==> src/pkg/abtm_pkg.sv <==
// Package of constants and types for the analog block test mux control.
package abtm_pkg;

  // ----------------------------------------------------------------------
  // Bus geometry
  // ----------------------------------------------------------------------
  localparam int ADR_W = 12;
  localparam int DAT_W = 32;
  localparam int SEL_W = 4;
  localparam int IDX_W = 10;
  localparam int REG_W = 8;

  // Register indices; the byte address is four times the index.
  localparam logic [IDX_W-1:0] IDX_CONTROL_CH1 = 10'h10C;
  localparam logic [IDX_W-1:0] IDX_CONTROL_CH2 = 10'h10D;

  // ----------------------------------------------------------------------
  // Reset values and writable masks
  // ----------------------------------------------------------------------
  localparam logic [REG_W-1:0] RST_CONTROL_CH1 = 8'h00;
  localparam logic [REG_W-1:0] RST_CONTROL_CH2 = 8'h00;
  localparam logic [REG_W-1:0] MASK_CONTROL_CH1 = 8'hFF;
  localparam logic [REG_W-1:0] MASK_CONTROL_CH2 = 8'h76;

  // ----------------------------------------------------------------------
  // Field positions, first control register
  // ----------------------------------------------------------------------
  localparam int CH1_DIG_OE = 7;
  localparam int CH1_GAIN = 6;
  localparam int CH1_DIGITAL_TEST_SELECT_HIGH_LO_HI = 5;
  localparam int CH1_DIGITAL_TEST_SELECT_HIGH_LO_LO = 4;
  localparam int CH1_LOCKOUT = 3;
  localparam int CH1_CUR_OFF = 2;
  localparam int CH1_VOLT_OFF = 1;
  localparam int CH1_ANA_OE = 0;

  // ----------------------------------------------------------------------
  // Field positions, second control register
  // ----------------------------------------------------------------------
  localparam int CH2_DIGITAL_TEST_SELECT_HIGH_HI_HI = 6;
  localparam int CH2_DIGITAL_TEST_SELECT_HIGH_HI_LO = 4;
  localparam int CH2_CUR_OFF = 2;
  localparam int CH2_VOLT_OFF = 1;

  // ----------------------------------------------------------------------
  // Test multiplexers
  // ----------------------------------------------------------------------
  localparam int DIGITAL_TEST_SELECT_HIGH_W = 5;
  localparam int DSRC_N = 32;
  localparam int ASEL_W = 5;

  // Bus slave states, one-hot.
  typedef enum logic [1:0] {
    ABTM_BUS_IDLE = 2'b01,
    ABTM_BUS_ACK = 2'b10
  } abtm_bus_e;

endpackage : abtm_pkg

==> src/logic/abtm_dmux.sv <==
// Registered digital test multiplexer choosing one of the internal sources.
module abtm_dmux
  import abtm_pkg::*;
(
  // Clock and reset
  input wire logic clk_i,
  input wire logic rst_i,
  // Source selection
  input wire logic [abtm_pkg::DIGITAL_TEST_SELECT_HIGH_W-1:0] sel_i,
  input wire logic [abtm_pkg::DSRC_N-1:0] src_i,
  // Selected source
  output logic out_o
);

  logic out_reg;
  logic out_next;

  // A register here keeps the wide select tree off the pin path.
  assign out_next = src_i[sel_i];
  assign out_o = out_reg;

  always_ff @(posedge clk_i) begin
    if (rst_i) begin
      out_reg <= 1'b0;
    end else begin
      out_reg <= out_next;
    end
  end

endmodule : abtm_dmux

==> src/logic/abtm_top.sv <==
// Control registers for amplifier enables and the bench test multiplexers.
//
// The implementer's own choice: the Wishbone interface to the registers.
module abtm_top
  import abtm_pkg::*;
(
  // Clock and reset
  input wire logic clk_i,
  input wire logic rst_i,
  // Wishbone slave
  input wire logic cyc_i,
  input wire logic stb_i,
  input wire logic we_i,
  input wire logic [abtm_pkg::ADR_W-1:0] adr_i,
  input wire logic [abtm_pkg::SEL_W-1:0] sel_i,
  input wire logic [abtm_pkg::DAT_W-1:0] dat_i,
  output logic ack_o,
  output logic [abtm_pkg::DAT_W-1:0] dat_o,
  // Amplifier controls
  output logic current_loop_amp_off_ch1_o,
  output logic voltage_loop_amp_off_ch1_o,
  output logic current_loop_amp_off_ch2_o,
  output logic voltage_loop_amp_off_ch2_o,
  output logic aux_amp_gain_select_o,
  output logic gate_drive_lockout_select_o,
  // Analog test path
  input wire logic [abtm_pkg::ASEL_W-1:0] converter_channel_select_i,
  output logic [abtm_pkg::ASEL_W-1:0] analog_mux_select_o,
  output logic analog_buffer_enable_o,
  output logic analog_test_pin_connect_o,
  output logic analog_test_pin_input_keep_o,
  // Digital test path
  input wire logic [abtm_pkg::DSRC_N-1:0] digital_test_source_i,
  input wire logic gpio_out_i,
  input wire logic gpio_oe_i,
  output logic digital_test_pin_o,
  output logic digital_test_pin_oe_o
);

  // ----------------------------------------------------------------------
  // Helpers
  // ----------------------------------------------------------------------

  // Write merge: only writable bits of an enabled low lane change.
  function automatic logic [REG_W-1:0] merge_write(
    input logic [REG_W-1:0] old_val,
    input logic [REG_W-1:0] new_val,
    input logic [REG_W-1:0] wmask
  );
    merge_write = (old_val & ~wmask) | (new_val & wmask);
  endfunction : merge_write

  // Read value widened to the bus with the upper lanes at zero.
  function automatic logic [DAT_W-1:0] widen(
    input logic [REG_W-1:0] val
  );
    widen = {{(DAT_W-REG_W){1'b0}}, val};
  endfunction : widen

  // ----------------------------------------------------------------------
  // Declarations
  // ----------------------------------------------------------------------
  abtm_bus_e state_reg;
  abtm_bus_e state_next;
  logic ack_reg;
  logic ack_next;
  logic [DAT_W-1:0] rdata_reg;
  logic [DAT_W-1:0] rdata_next;
  logic [REG_W-1:0] ctrl1_reg;
  logic [REG_W-1:0] ctrl1_next;
  logic [REG_W-1:0] ctrl2_reg;
  logic [REG_W-1:0] ctrl2_next;
  logic [ASEL_W-1:0] asel_reg;
  logic abuf_reg;
  logic aconn_reg;
  logic akeep_reg;
  logic dpin_reg;
  logic dpin_next;
  logic doe_reg;
  logic doe_next;
  logic dmux_out;

  wire logic [IDX_W-1:0] adr_idx = adr_i[ADR_W-1:2];
  wire logic req = cyc_i & stb_i;
  wire logic take = req & (state_reg == ABTM_BUS_IDLE);
  wire logic hit1 = (adr_idx == IDX_CONTROL_CH1);
  wire logic hit2 = (adr_idx == IDX_CONTROL_CH2);
  wire logic lane0 = sel_i[0];
  wire logic wr1 = take & we_i & hit1 & lane0;
  wire logic wr2 = take & we_i & hit2 & lane0;
  wire logic [REG_W-1:0] wbyte = dat_i[REG_W-1:0];
  wire logic [DIGITAL_TEST_SELECT_HIGH_W-1:0] digital_test_select_high = {ctrl2_reg[CH2_DIGITAL_TEST_SELECT_HIGH_HI_HI:CH2_DIGITAL_TEST_SELECT_HIGH_HI_LO],
                                  ctrl1_reg[CH1_DIGITAL_TEST_SELECT_HIGH_LO_HI:CH1_DIGITAL_TEST_SELECT_HIGH_LO_LO]};
  wire logic dig_oe = ctrl1_reg[CH1_DIG_OE];
  wire logic ana_oe = ctrl1_reg[CH1_ANA_OE];

  // ----------------------------------------------------------------------
  // Bus slave
  // ----------------------------------------------------------------------

  // Every access, mapped or not, is acknowledged one cycle after it is
  // seen; unmapped reads return zero and unmapped writes are dropped.
  always_comb begin
    state_next = state_reg;
    ack_next = 1'b0;
    case (state_reg)
      ABTM_BUS_IDLE: begin
        if (req) begin
          state_next = ABTM_BUS_ACK;
          ack_next = 1'b1;
        end
      end
      ABTM_BUS_ACK: begin
        state_next = ABTM_BUS_IDLE;
      end
      default: begin
        state_next = ABTM_BUS_IDLE;
      end
    endcase
  end

  // Unimplemented bits of register 2 read as zero through the mask.
  assign rdata_next = !take ? rdata_reg :
                      hit1 ? widen(ctrl1_reg) :
                      hit2 ? widen(ctrl2_reg & MASK_CONTROL_CH2) :
                      '0;

  always_ff @(posedge clk_i) begin
    if (rst_i) begin
      state_reg <= ABTM_BUS_IDLE;
      ack_reg <= 1'b0;
      rdata_reg <= '0;
    end else begin
      state_reg <= state_next;
      ack_reg <= ack_next;
      rdata_reg <= rdata_next;
    end
  end

  // ----------------------------------------------------------------------
  // Control registers
  // ----------------------------------------------------------------------

  // The write lands on the edge that raises ack, so a read that follows
  // back to back already sees it.
  assign ctrl1_next = wr1 ? merge_write(ctrl1_reg, wbyte, MASK_CONTROL_CH1) :
                      ctrl1_reg;
  assign ctrl2_next = wr2 ? merge_write(ctrl2_reg, wbyte, MASK_CONTROL_CH2) :
                      ctrl2_reg;

  always_ff @(posedge clk_i) begin
    if (rst_i) begin
      ctrl1_reg <= RST_CONTROL_CH1;
      ctrl2_reg <= RST_CONTROL_CH2;
    end else begin
      ctrl1_reg <= ctrl1_next;
      ctrl2_reg <= ctrl2_next;
    end
  end

  // ----------------------------------------------------------------------
  // Analog test path
  // ----------------------------------------------------------------------

  // The select follows the converter field even while the pin is off, so
  // the converter input keeps tracking it; only the buffer enable, pin switch and input keep are gated.
  always_ff @(posedge clk_i) begin
    if (rst_i) begin
      asel_reg <= '0;
      abuf_reg <= 1'b0;
      aconn_reg <= 1'b0;
      akeep_reg <= 1'b1;
    end else begin
      asel_reg <= converter_channel_select_i;
      abuf_reg <= ana_oe;
      aconn_reg <= ana_oe;
      akeep_reg <= ~ana_oe;
    end
  end

  // ----------------------------------------------------------------------
  // Digital test path
  // ----------------------------------------------------------------------
  abtm_dmux u_dmux (
    .clk_i(clk_i),
    .rst_i(rst_i),
    .sel_i(digital_test_select_high),
    .src_i(digital_test_source_i),
    .out_o(dmux_out)
  );

  // With the test output off the ordinary pin drive passes untouched,
  // whatever the select fields hold.
  assign dpin_next = dig_oe ? dmux_out : gpio_out_i;
  assign doe_next = dig_oe | gpio_oe_i;

  always_ff @(posedge clk_i) begin
    if (rst_i) begin
      dpin_reg <= 1'b0;
      doe_reg <= 1'b0;
    end else begin
      dpin_reg <= dpin_next;
      doe_reg <= doe_next;
    end
  end

  // ----------------------------------------------------------------------
  // Outputs
  // ----------------------------------------------------------------------
  assign ack_o = ack_reg;
  assign dat_o = rdata_reg;
  assign current_loop_amp_off_ch1_o = ctrl1_reg[CH1_CUR_OFF];
  assign voltage_loop_amp_off_ch1_o = ctrl1_reg[CH1_VOLT_OFF];
  assign current_loop_amp_off_ch2_o = ctrl2_reg[CH2_CUR_OFF];
  assign voltage_loop_amp_off_ch2_o = ctrl2_reg[CH2_VOLT_OFF];
  assign aux_amp_gain_select_o = ctrl1_reg[CH1_GAIN];
  assign gate_drive_lockout_select_o = ctrl1_reg[CH1_LOCKOUT];
  assign analog_mux_select_o = asel_reg;
  assign analog_buffer_enable_o = abuf_reg;
  assign analog_test_pin_connect_o = aconn_reg;
  assign analog_test_pin_input_keep_o = akeep_reg;
  assign digital_test_pin_o = dpin_reg;
  assign digital_test_pin_oe_o = doe_reg;

endmodule : abtm_top

==> config.mk <==
export PLATFORM = sky130hd
export DESIGN_NAME = abtm_top
export DESIGN_NICKNAME = d
export VERILOG_FILES = /design/src/pkg/abtm_pkg.sv /design/src/logic/abtm_dmux.sv /design/src/logic/abtm_top.sv
export SDC_FILE = /design/constraint.sdc
export NUM_CORES = 1
export LEC_CHECK = 0
export BUFFER_PORTS_ARGS = -buffer_cell sky130_fd_sc_hd__buf_2
export CAP_MARGIN = 5
export CORE_ASPECT_RATIO = 0.5
export CORE_MARGIN = 5
export CORE_UTILIZATION = 42
export CTS_BUF_LIST = sky130_fd_sc_hd__clkbuf_16
export CTS_CLUSTER_DIAMETER = 80
export CTS_CLUSTER_SIZE = 10
export DETAILED_ROUTE_END_ITERATION = 8
export PLACE_DENSITY = 0.92
export SKIP_LAST_GASP = 1
export SYNTH_ARGS = -nofsm -noshare
export SYNTH_HDL_FRONTEND = slang
export SYNTH_SLANG_ARGS = --single-unit
==> constraint.sdc <==
create_clock -name clk_i -period 2.55 [get_ports clk_i]
set_input_delay 0.6375 -clock clk_i [delete_from_list [all_inputs] [get_ports clk_i]]
set_output_delay 0.6375 -clock clk_i [all_outputs]
set_load 0.01 [all_outputs]
After elaboration in Yosys (flattened, before gate mapping) --
Index checks and enable logic that the tools add are counted.
Storage, ports and cells: register bits after elaboration 61, input bits 92, output and inout bits 49, logic and storage cells 33
Cells by class: order comparisons 1, equality and inequality tests 3, multiplexer cells 6, bitwise operators 11, reduce and logical (&&, ||, !) cells 1
Operator list (number):
- equality test 10 x 9 -> 1 bit (second input constant) | 2
- 2-to-1 mux 8 bit | 1
- OR 8 x 7 -> 8 bit | 1
- AND 1 bit | 7
- 2-to-1 mux 7 bit | 1
- less-than comparator 5 x 6 -> 1 bit (second input constant) | 1
- binary-select mux 1 bit (select 5 bit) | 1
- 2-to-1 mux 1 bit | 3
- equality test 2 x 1 -> 1 bit (second input constant) | 1
- NOT 1 bit | 2
- OR reduction 2 bit | 1
- OR 1 bit | 1

Longest topological paths before layout --
Gate-level depths: netlist of run 1.
depth in word-level cells 5, gate-level depth with buffers 5, gate-level depth less buffers 4

By module --
A second synthesis of run 1 with hierarchy kept.
Second synthesis, totals: cells, all modules 177, area total of the unflattened synthesis 1803.0 µm²
By module, submodules not included:
- abtm_top | instances 1, cells each 153, area an instance 1472.7 µm², sequential area each 660.6 µm²
- abtm_dmux | instances 1, cells each 24, area an instance 330.3 µm², sequential area each 20.0 µm²

Worst setup path before layout of run 1 --
No wires, ideal clock.
path type input-to-reg, start point input port digital_test_source_i[1] (netlist bit), end point register u_dmux.out_reg (netlist: u_dmux.out_o), library setup time 0.122 ns, data arrival time 1.644 ns, required time 2.428 ns, path slack 0.784 ns, stages on the path 3, path buffers 0, cell sequence mux4_1 mux2_4 o311a_1
On the way: cells in the longest elaborated chain, start to end 2
RTL lines:
- start, declared | line abtm_top.sv:33 | input wire logic [abtm_pkg::DSRC_N-1:0] digital_test_source_i,
- binary-select mux 1 bit (select 5 bit) | line abtm_dmux.sv:19 | assign out_next = src_i[sel_i];
- 2-to-1 mux 1 bit (implied by the code) | line abtm_dmux.sv:19
- end signal, assigned | line abtm_dmux.sv:26 | out_reg <= out_next;
- end, declared | line abtm_dmux.sv:15 | logic out_reg;
Every way passes these cells. The select of a mux whose other input is x is not followed. A chain may end at the register's enable or synchronous reset.

Worst setup path in the final report of run 1 --
start point input port stb_i, end point register ctrl2_reg[6]
On the way: cells in the longest elaborated chain, start to end 5
RTL lines:
- start, declared | line abtm_top.sv:12 | input wire logic stb_i,
- AND 1 bit | line abtm_top.sv:84 | wire logic req = cyc_i & stb_i;
- AND 1 bit | line abtm_top.sv:85 | wire logic take = req & (state_reg == ABTM_BUS_IDLE);
- AND 1 bit (3 in a row) | line abtm_top.sv:90 | wire logic wr2 = take & we_i & hit2 & lane0;
- end signal, assigned | line abtm_top.sv:157 | ctrl2_reg <= ctrl2_next;
- end, declared | line abtm_top.sv:71 | logic [REG_W-1:0] ctrl2_reg;
Every way passes these cells.

==> impl_metrics.ini, run 1 <==
[status]
status = finished clean

[job]
drv_cap = 0

[worst_setup_path]
path_class = input pin to register
required_ns = 2.68
cp-start-kind = input pin
timing.rr.start = state_reg[1]$_SDFFE_PP0P_
cp_data_arrival_time_ns = 2.39
regToRegSetupSlack_ns = 0.37
crit_fanout = 13
cp-end-kind = register
reg2regPathDepth = 4
r2r_end = ctrl2_reg[6]$_SDFFE_PP0P_

[placement]
portBuffers = 87
pre_cts_slack_ns = 0.175
dp_hpwl_um = 3710
gp_congestion = 0.796

[clocking]
cts_buffer_depth = 2
numCtsBuffers = 5
cts-resized-gates = 0
cts_max_level = 2
postCtsSetupRepairBufs = 0
tritoncts = built
clockRootBuffer = clkbuf_16
clock_sinks = 34
clk_pin_slew_ns = 0.05
clock_latency_ns = 0.28
cts_hold_buf = 0

[yosys]
yosys_warnings = 0
syn_area_per_cell_um2 = 9.85
synth-main-ff-cell = dfxtp_1
synth_edf_count = 0
syn_inst = 178
synth_area_leaders = dfxtp_1 39%, buf_4 11%, mux4_1 9.0%, o31ai_1 5.6%, nand4_1 4.6%
synth_top_cell_area_share = 0.388
yosysTopAreaCell = dfxtp_1
ys_seq_elements = 34
syn_area_um2 = 1750
synthArstFlopShare = 0
yosysUniqueCellTypes = 30
yosysSeqAreaShare = 0.388

[grt]
grt_pass1_wl_um = 8090
grt_max_degree = 33
gr-usage-all-layers = 0.182
antenna_found_initial = 0
grt_pass1_vias = 1708
grt_overflow_total = 0

[layout]
syn_to_final_growth_pct = 27.8
antennaDiodeCount = 0
nNetsFinal = 349
drive_gt1_frac = 0.409

[timing]
slew_violations = 0
grt_setup_unrepaired = false
finalSetupViolCount = 0
skew_ns = 0.00337
fin_crit_ns = 2.26
hold_violations = 0
finalWorstSetupSlack_ns = 0.295
fmaxAchievable_ghz = 0.443
tightest_slew_ns = 0.621
slew_headroom = 0.584
fin_crit_sh = 0.884
fin_setup_tns_ns = 0

[hold_path]
min_to = analog_test_pin_input_keep_o$_SDFF_PP1_
hp-class = register to register
worstHoldPathCells = 1
min-delay-start = ctrl1_reg[0]$_SDFFE_PP0P_

[routing]
num_vias = 1710
wire_per_inst_um = 17.3
final_antenna_net_count = 0
wl_um = 5390
drc_errors = 0
via_per_inst = 5.50
first_pass_iters = 5
drt_iter0_markers = 164

[floorplan]
die-width_um = 101
coreArea_um2 = 3960
rows = 16
ios = 141
die_h_um = 55.7
start_util = 0.442
die-area_um2 = 5640

[power_and_ir_drop]
p_per_area_nw_per_um2 = 552
p_leak_nw = 1.03
ir_drop_mv = 0.353
## critical path, stage by stage
cell	delay, ns
buf_2	0.09
nand4b_1	0.30
nand4b_1	0.70
o31ai_1	0.51
a21oi_1	0.14
## synth_stat cells (3+ instances only)
library cell  instances
a32oi_1               3
dfxtp_1              34
inv_1                 4
a21oi_1              13
buf_4                25
nor2b_1               5
mux2_2                7
mux4_1                6
clkbuf_1             13
a22oi_1               5
nor2_1               14
nand4_1              13
o31ai_1              13
mux2i_1               3
## cell usage in the layout (no fill, tap or decap), types with 2 or more instances in the layout
cell and count:
nand2_1 2, clkinv_2 2, nand4b_1 2, nor2_1 14, conb_1 24, dfxtp_1 34
buf_4 2, buf_2 87, a32oi_1 3, mux4_1 6, nand4_1 13, inv_1 4
and4b_1 2, nand2b_1 2, mux2i_1 3, a21oi_1 13, nor2b_1 5, o31ai_1 13
a22oi_1 5, mux2_2 7, clkbuf_16 5
## how the worst max path moves through the flow
stage                             startpoint                        end  slack [ns]  depth (start not counted)
global route                           cyc_i  ctrl2_reg[6]$_SDFFE_PP0P_        0.23                          5
floorplan           digital_test_source_i[1]    u_dmux.out_o$_SDFF_PP0_        0.78                          3
detailed placement                     cyc_i  ctrl2_reg[6]$_SDFFE_PP0P_        0.18                          5
CTS                                    cyc_i  ctrl2_reg[6]$_SDFFE_PP0P_        0.40                          5
finish                                 stb_i  ctrl2_reg[6]$_SDFFE_PP0P_        0.29                          5
global placement                       cyc_i  ctrl1_reg[2]$_SDFFE_PP0P_        0.29                          5
## routing by layer
layer	GRT usage	routed length [um]	vias to the layer above	share of wire
met5	0	0	-	0
met4	0.123	332	0	0.062
met3	0.0438	471	29	0.087
met2	0.339	2850	124	0.53
met1	0.176	1740	787	0.32
li1	-	-	770	-
## per-stage QoR
| stage | utilization | hold WS, ns | instance area, um2 | power, mW | std cells |
|---|---|---|---|---|---|
| CTS | 0.565 | 0.454 | 2240 | 1.24 | 311 |
| global placement | 0.531 | 0.431 | 2100 | 0.670 | 304 |
| global route | 0.565 | 0.487 | 2240 | 1.28 | 311 |
| finish | 0.565 | 0.455 | 2240 | 1.24 | 311 |
| floorplan | - | 0.404 | 1840 | 0.643 | 201 |
| detailed placement | 0.531 | 0.442 | 2100 | 0.676 | 304 |
## power breakdown
group	leakage (nW)	switching [mW]	total (mW)	internal, mW
logic	0.680	0.0722	0.129	0.0565
registers	0.276	0.00216	0.543	0.541
clock network	0.0694	0.212	0.564	0.352
total	1.03	0.286	1.24	0.949
## cell families after synthesis
group	after synthesis	share of synthesized area
DFF	34	0.388
other	1	0.00214
and+or+nand+nor	42	0.133
buffers and inverters	44	0.153
AOI/OAI and AO/OA	39	0.150
muxes	18	0.173
## layout make-up
class,instances,area [um2]
well taps,54,67.6
clock buffers,5,125
flip-flops and latches,34,681
multi-input cells,123,891
inverters,4,15.0
clock inverters,2,10.0
fillers,315,1720
repair buffers,89,450
Power figures use the tool's default switching activity.
==> run 2: changes to the inputs <==
Settings changed: ABC_CLOCK_PERIOD_IN_PS set to 2550, CORE_UTILIZATION 42 to 43, PLACE_DENSITY 0.92 to 0.93, SYNTH_HIERARCHICAL set to 1, TNS_END_PERCENT set to 30.
==> run 2 against run 1 <==
  * Core utilization rose by 1.1 points
  * Critical endpoint is now u_dmux/out_o$_SDFF_PP0_
  * Clock power fell by 1%
  * Largest power group unchanged
  * Largest cell class unchanged
  * Hold slack improved by 0.0077 ns
  * Final area rose by 2.0%
  * Worst setup slack improved by 0.36 ns
  * Wire length fell by 13%
  * Flip-flop and latch count did not move
  * Fmax rose by 19%
  * Clock skew barely moved
==> impl_metrics.ini, run 2 <==
[worst_setup_path]
path_class = register to register
worst_path_max_delay_cell = mux4_1
crit_start = ctrl1_reg[4]$_SDFFE_PP0P_
cp-end-kind = register
crit_path_max_incr_delay_ns = 0.61
cp_data_arrival_time_ns = 2.05
crit_fanout = 10
required_ns = 2.71
cp-start-kind = register
timing.rr.start = ctrl1_reg[4]$_SDFFE_PP0P_
path_cells = mux4_1 > mux2_2 > o311a_1

[job]
drv_cap = 0

[grt]
grt_pass1_wl_um = 7250
gr-usage-all-layers = 0.161
grt_max_degree = 40
grt_pass1_vias = 1606
grt_overflow_total = 0
antenna_found_initial = 0

[routing]
wire_per_inst_um = 15.0
drt_iter0_markers = 148
final_antenna_net_count = 0
via_per_inst = 5.00
wl_um = 4710
drc_errors = 0
first_pass_iters = 4
num_vias = 1575

[yosys]
yosys-top-cells-count = 34 x dfxtp_1, 27 x buf_4, 16 x nand2b_1
syn_area_um2 = 1800
syn_inst = 177
yosysSeqAreaShare = 0.378
yosysMostFrequentCell = dfxtp_1
synthArstFlopShare = 0
syn_area_per_cell_um2 = 10.2
yosysTopAreaCell = dfxtp_1
yosys_warnings = 6
ys_seq_elements = 34
synth-main-ff-cell = dfxtp_1
yosysUniqueCellTypes = 35
synth_top_cell_area_share = 0.378
synth_edf_count = 0
synth_area_leaders = dfxtp_1 38%, buf_4 11%, mux2i_1 6.1%, mux4_1 5.8%, nand2b_1 5.6%

[timing]
finalSetupViolCount = 0
fin_crit_sh = 0.742
grt_setup_unrepaired = false
fmaxAchievable_ghz = 0.528
fin_crit_ns = 1.89
hold_violations = 0
slew_headroom = 0.609
tightest_slew_ns = 0.586
timing.hold.ws_ns = 0.463
fin_setup_tns_ns = 0
finalWorstSetupSlack_ns = 0.657
skew_ns = 0.00369
slew_violations = 0

[floorplan]
coreArea_um2 = 3960
ios = 141
die-width_um = 102
start_util = 0.455
rows = 16
die-area_um2 = 5670
die_h_um = 55.8

[layout]
drive_gt1_frac = 0.406
multi_input_area_um2 = 945
layout_commonest_cell = buf_2
fillers = 346
regArea_um2 = 681
antennaDiodeCount = 0
fin_area_um2 = 2280
nNetsFinal = 352
syn_to_final_growth_pct = 26.6
final_cell_mix = 87 x buf_2, 34 x dfxtp_1, 24 x conb_1, 16 x nand2b_1, 11 x mux2i_1

[placement]
pre_cts_slack_ns = 0.428
place_area_um2 = 2150
dp_hpwl_um = 3610
portBuffers = 87
gp_congestion = 0.779

[hold_path]
hp-class = register to register
min-delay-start = dat_o[7]$_SDFFE_PP0P_

[power_and_ir_drop]
p_per_area_nw_per_um2 = 548
design_power_total_mw = 1.25
p_leak_nw = 1.04
ir_drop_mv = 0.260

[clocking]
cts_max_level = 2
cts_hold_buf = 0
clk_pin_slew_ns = 0.05
clock_sinks = 34
numCtsBuffers = 5
cts-resized-gates = 0
clockRootBuffer = clkbuf_16
tritoncts = built
cts_buffer_depth = 2
postCtsSetupRepairBufs = 0
clock_latency_ns = 0.27

[status]
status = finished clean
==> run 2: cell count changes in the layout (fill, tap and decap cells not counted), sizes merged, moves of 3 or more <==
cell / delta
nand2b: +14
o21ai: +5
a22oi: -5
o31ai: -13
mux2i: +8
a32oi: -3
nand4: -12
a21oi: -5
a221oi: +5
nor3: +5
nand3: +10
mux2: -5
nor2: -4
==> run 2: path summary, 6_finish.rpt <==
check,end,slack [ns],cells after the start
worst max-delay path,u_dmux/out_o$_SDFF_PP0_,0.66,3
worst min-delay path,dat_o[7]$_SDFFE_PP0P_,0.46,2
worst max register to register,u_dmux/out_o$_SDFF_PP0_,0.66,3
worst min register to register,dat_o[7]$_SDFFE_PP0P_,0.46,2
==> run 2: layer usage <==
metal | wire length, um | vias to the layer above | share of wire | GRT usage
met1 | 1550 | 723 | 0.33 | 0.155
met2 | 2640 | 90 | 0.56 | 0.319
li1 | - | 752 | - | -
met3 | 427 | 10 | 0.091 | 0.0350
met4 | 99 | 0 | 0.021 | 0.0777
met5 | 0 | - | 0 | 0
==> run 2: area by class of cell <==
type,instances,share of cell area
clock buffer,5,0.0548
sequential,34,0.298
clock inverter,3,0.00493
timing repair buffer,88,0.194
multi-input combinational,128,0.414
tap,54,0.0296
inverter,3,0.00493
==> run 2: kinds of logic (layout without fill, tap and decap cells) <==
| family | Yosys count | after routing | synth area share |
|---|---|---|---|
| AOI/OAI and AO/OA | 23 | 23 | 0.0805 |
| buffers and inverters | 38 | 99 | 0.146 |
| DFF | 34 | 34 | 0.378 |
| muxes | 21 | 21 | 0.176 |
| other | 1 | 24 | 0.00208 |
| and+or+nand+nor | 60 | 60 | 0.218 |
==> run 2: through the flow <==
step                utilization  std cells
detailed placement        0.542        307
global placement          0.542        307
floorplan                     -        200
CTS                       0.576        315
finish                    0.576        315
global route              0.576        315
==> run 2: critical path, delay by kind of cell (launching register included) <==
kind	cells	cell delay [ns]
AO/OA/AOI/OAI	1	0.29
multiplexers	2	0.89
flip-flops	1	0.60
==> run 2: power by group <==
part           internal (mW)  leakage (nW)  switching, mW
clock network          0.351        0.0663          0.206
logic                 0.0701         0.695         0.0737
registers              0.546         0.277        0.00447
==> run 3: changes to the inputs <==
Settings changed: ABC_CLOCK_PERIOD_IN_PS 2550 to 2000, CORE_UTILIZATION 43 to 39, PLACE_DENSITY 0.93 to 0.86.
Clock period 2.55 ns to 2 ns, I/O delays scaled along.
==> run 3 against run 2 <==
  * Wire length down 2.5%
  * Final area up 1.2%
  * Clock skew down 0.0023 ns
  * Combinational power up 30%
  * Register-to-register slack worse by 0.41 ns
  * Power up 27%
  * Core utilization down 5.4 points
  * Hold slack worse by 0.031 ns
  * Via count down 1.8%
  * Critical path depth unchanged
  * Worst setup slack worse by 0.41 ns
  * Largest power group is now sequential cells
  * Highest routed layer unchanged
==> impl_metrics.ini, run 3 (synthesized netlist as in run 2, its figures left out) <==
[routing]
drt_iter0_markers = 116
num_vias = 1546
via_per_inst = 4.83
wire_per_inst_um = 14.4
drc_errors = 0
first_pass_iters = 4
final_antenna_net_count = 0
wl_um = 4590

[clocking]
tritoncts = built
clockRootBuffer = clkbuf_16
cts_hold_buf = 0
cts_buffer_depth = 2
cts_max_level = 2
numCtsBuffers = 5
cts-resized-gates = 0
clock_sinks = 34
postCtsSetupRepairBufs = 0
clock_latency_ns = 0.28
clk_pin_slew_ns = 0.05

[placement]
place_inst = 314
portBuffers = 87
gp_congestion = 0.733
place_area_um2 = 2180
dp_hpwl_um = 3550

[worst_setup_path]
crit_fanout = 6
timing.rr.start = ctrl1_reg[4]$_SDFFE_PP0P_
required_ns = 2.16
crit_start = ctrl1_reg[4]$_SDFFE_PP0P_
reg2regPathDepth = 3
regToRegSetupSlack_ns = 0.24
cp_data_arrival_time_ns = 1.92
cp-start-kind = register
cp-end-kind = register
r2r_end = u_dmux/out_o$_SDFF_PP0_
path_class = register to register

[timing]
fin_crit_sh = 0.879
tightest_slew_ns = 0.576
fin_crit_ns = 1.76
finalSetupViolCount = 0
slew_headroom = 0.616
fin_setup_tns_ns = 0
fmaxAchievable_ghz = 0.569
slew_violations = 0
skew_ns = 0.00139
grt_setup_unrepaired = false
timing.hold.ws_ns = 0.432
hold_violations = 0

[grt]
grt_max_degree = 40
gr-usage-all-layers = 0.148
antenna_found_initial = 0
grt_pass1_wl_um = 7100
grt_overflow_total = 0
grt_pass1_vias = 1497

[layout]
syn_to_final_growth_pct = 28.1
fin_cells = 320
fin_area_um2 = 2310
drive_gt1_frac = 0.418
nNetsFinal = 356
layout_commonest_cell = buf_2
final_cell_mix = 87 x buf_2, 34 x dfxtp_1, 24 x conb_1, 16 x nand2b_1, 11 x mux2i_1
fillers = 399
antennaDiodeCount = 0

[power_and_ir_drop]
p_leak_nw = 1.06
p_per_area_nw_per_um2 = 685
ir_drop_mv = 0.270

[status]
status = finished clean

[hold_path]
hp-class = input pin to register
min-delay-start = converter_channel_select_i[1]
min_to = analog_mux_select_o[1]$_SDFF_PP0_
worstHoldPathCells = 2

[floorplan]
start_util = 0.408
ios = 141
die-width_um = 106
coreArea_um2 = 4420
rows = 17
die-area_um2 = 6170
die_h_um = 58.1

[job]
drv_cap = 0
run 3: cell count changes in the layout (fill, tap and decap cells not counted):
| cell | delta |
|---|---|
| buf_4 | +4 |
| clkinv_1 | -2 |
run 3: stage by stage:
step	total power, mW	setup slack, ns	util
6_report	1.58	0.243	0.522
2_1_floorplan	0.841	0.353	-
4_1_cts	1.59	0.239	0.522
3_5_place_dp	0.900	0.205	0.493
5_1_grt	1.66	0.190	0.522
3_3_place_gp	0.892	0.232	0.493
run 3: critical path, cell delays in order, from the launching register on:
cell and delay (ns):
dfxtp_1 0.46, mux4_1 0.61, mux2_2 0.28, o311a_1 0.29
run 3: per-layer routing:
metal / track usage / share of wire / routed length [um]
met4: 0.0923 / 0.031 / 144
met1: 0.170 / 0.38 / 1730
met2: 0.250 / 0.51 / 2350
met3: 0.0389 / 0.081 / 371
met5: 0 / 0 / 0
run 3: final cells by class:
| type | instances | area (um2) | share of cell area |
|---|---|---|---|
| multi-input combinational | 128 | 945 | 0.409 |
| sequential | 34 | 681 | 0.295 |
| timing repair buffer | 92 | 473 | 0.205 |
| clock buffer | 5 | 125 | 0.0542 |
| tap | 57 | 71.3 | 0.0309 |
| inverter | 3 | 11.3 | 0.00488 |
| clock inverter | 1 | 3.75 | 0.00163 |
run 3: worst max-delay path by stage:
stage / to / slack (ns)
after floorplan: u_dmux/out_o$_SDFF_PP0_ / 0.35
after global placement: u_dmux/out_o$_SDFF_PP0_ / 0.23
after detailed placement: u_dmux/out_o$_SDFF_PP0_ / 0.20
after CTS: u_dmux/out_o$_SDFF_PP0_ / 0.24
after global routing: u_dmux/out_o$_SDFF_PP0_ / 0.19
final: u_dmux/out_o$_SDFF_PP0_ / 0.24
run 3: power by group:
| part | internal [mW] | switching [mW] | leakage [nW] |
|---|---|---|---|
| Clock | 0.441 | 0.252 | 0.0632 |
| Sequential | 0.696 | 0.00524 | 0.277 |
| Combinational | 0.0910 | 0.0963 | 0.716 |
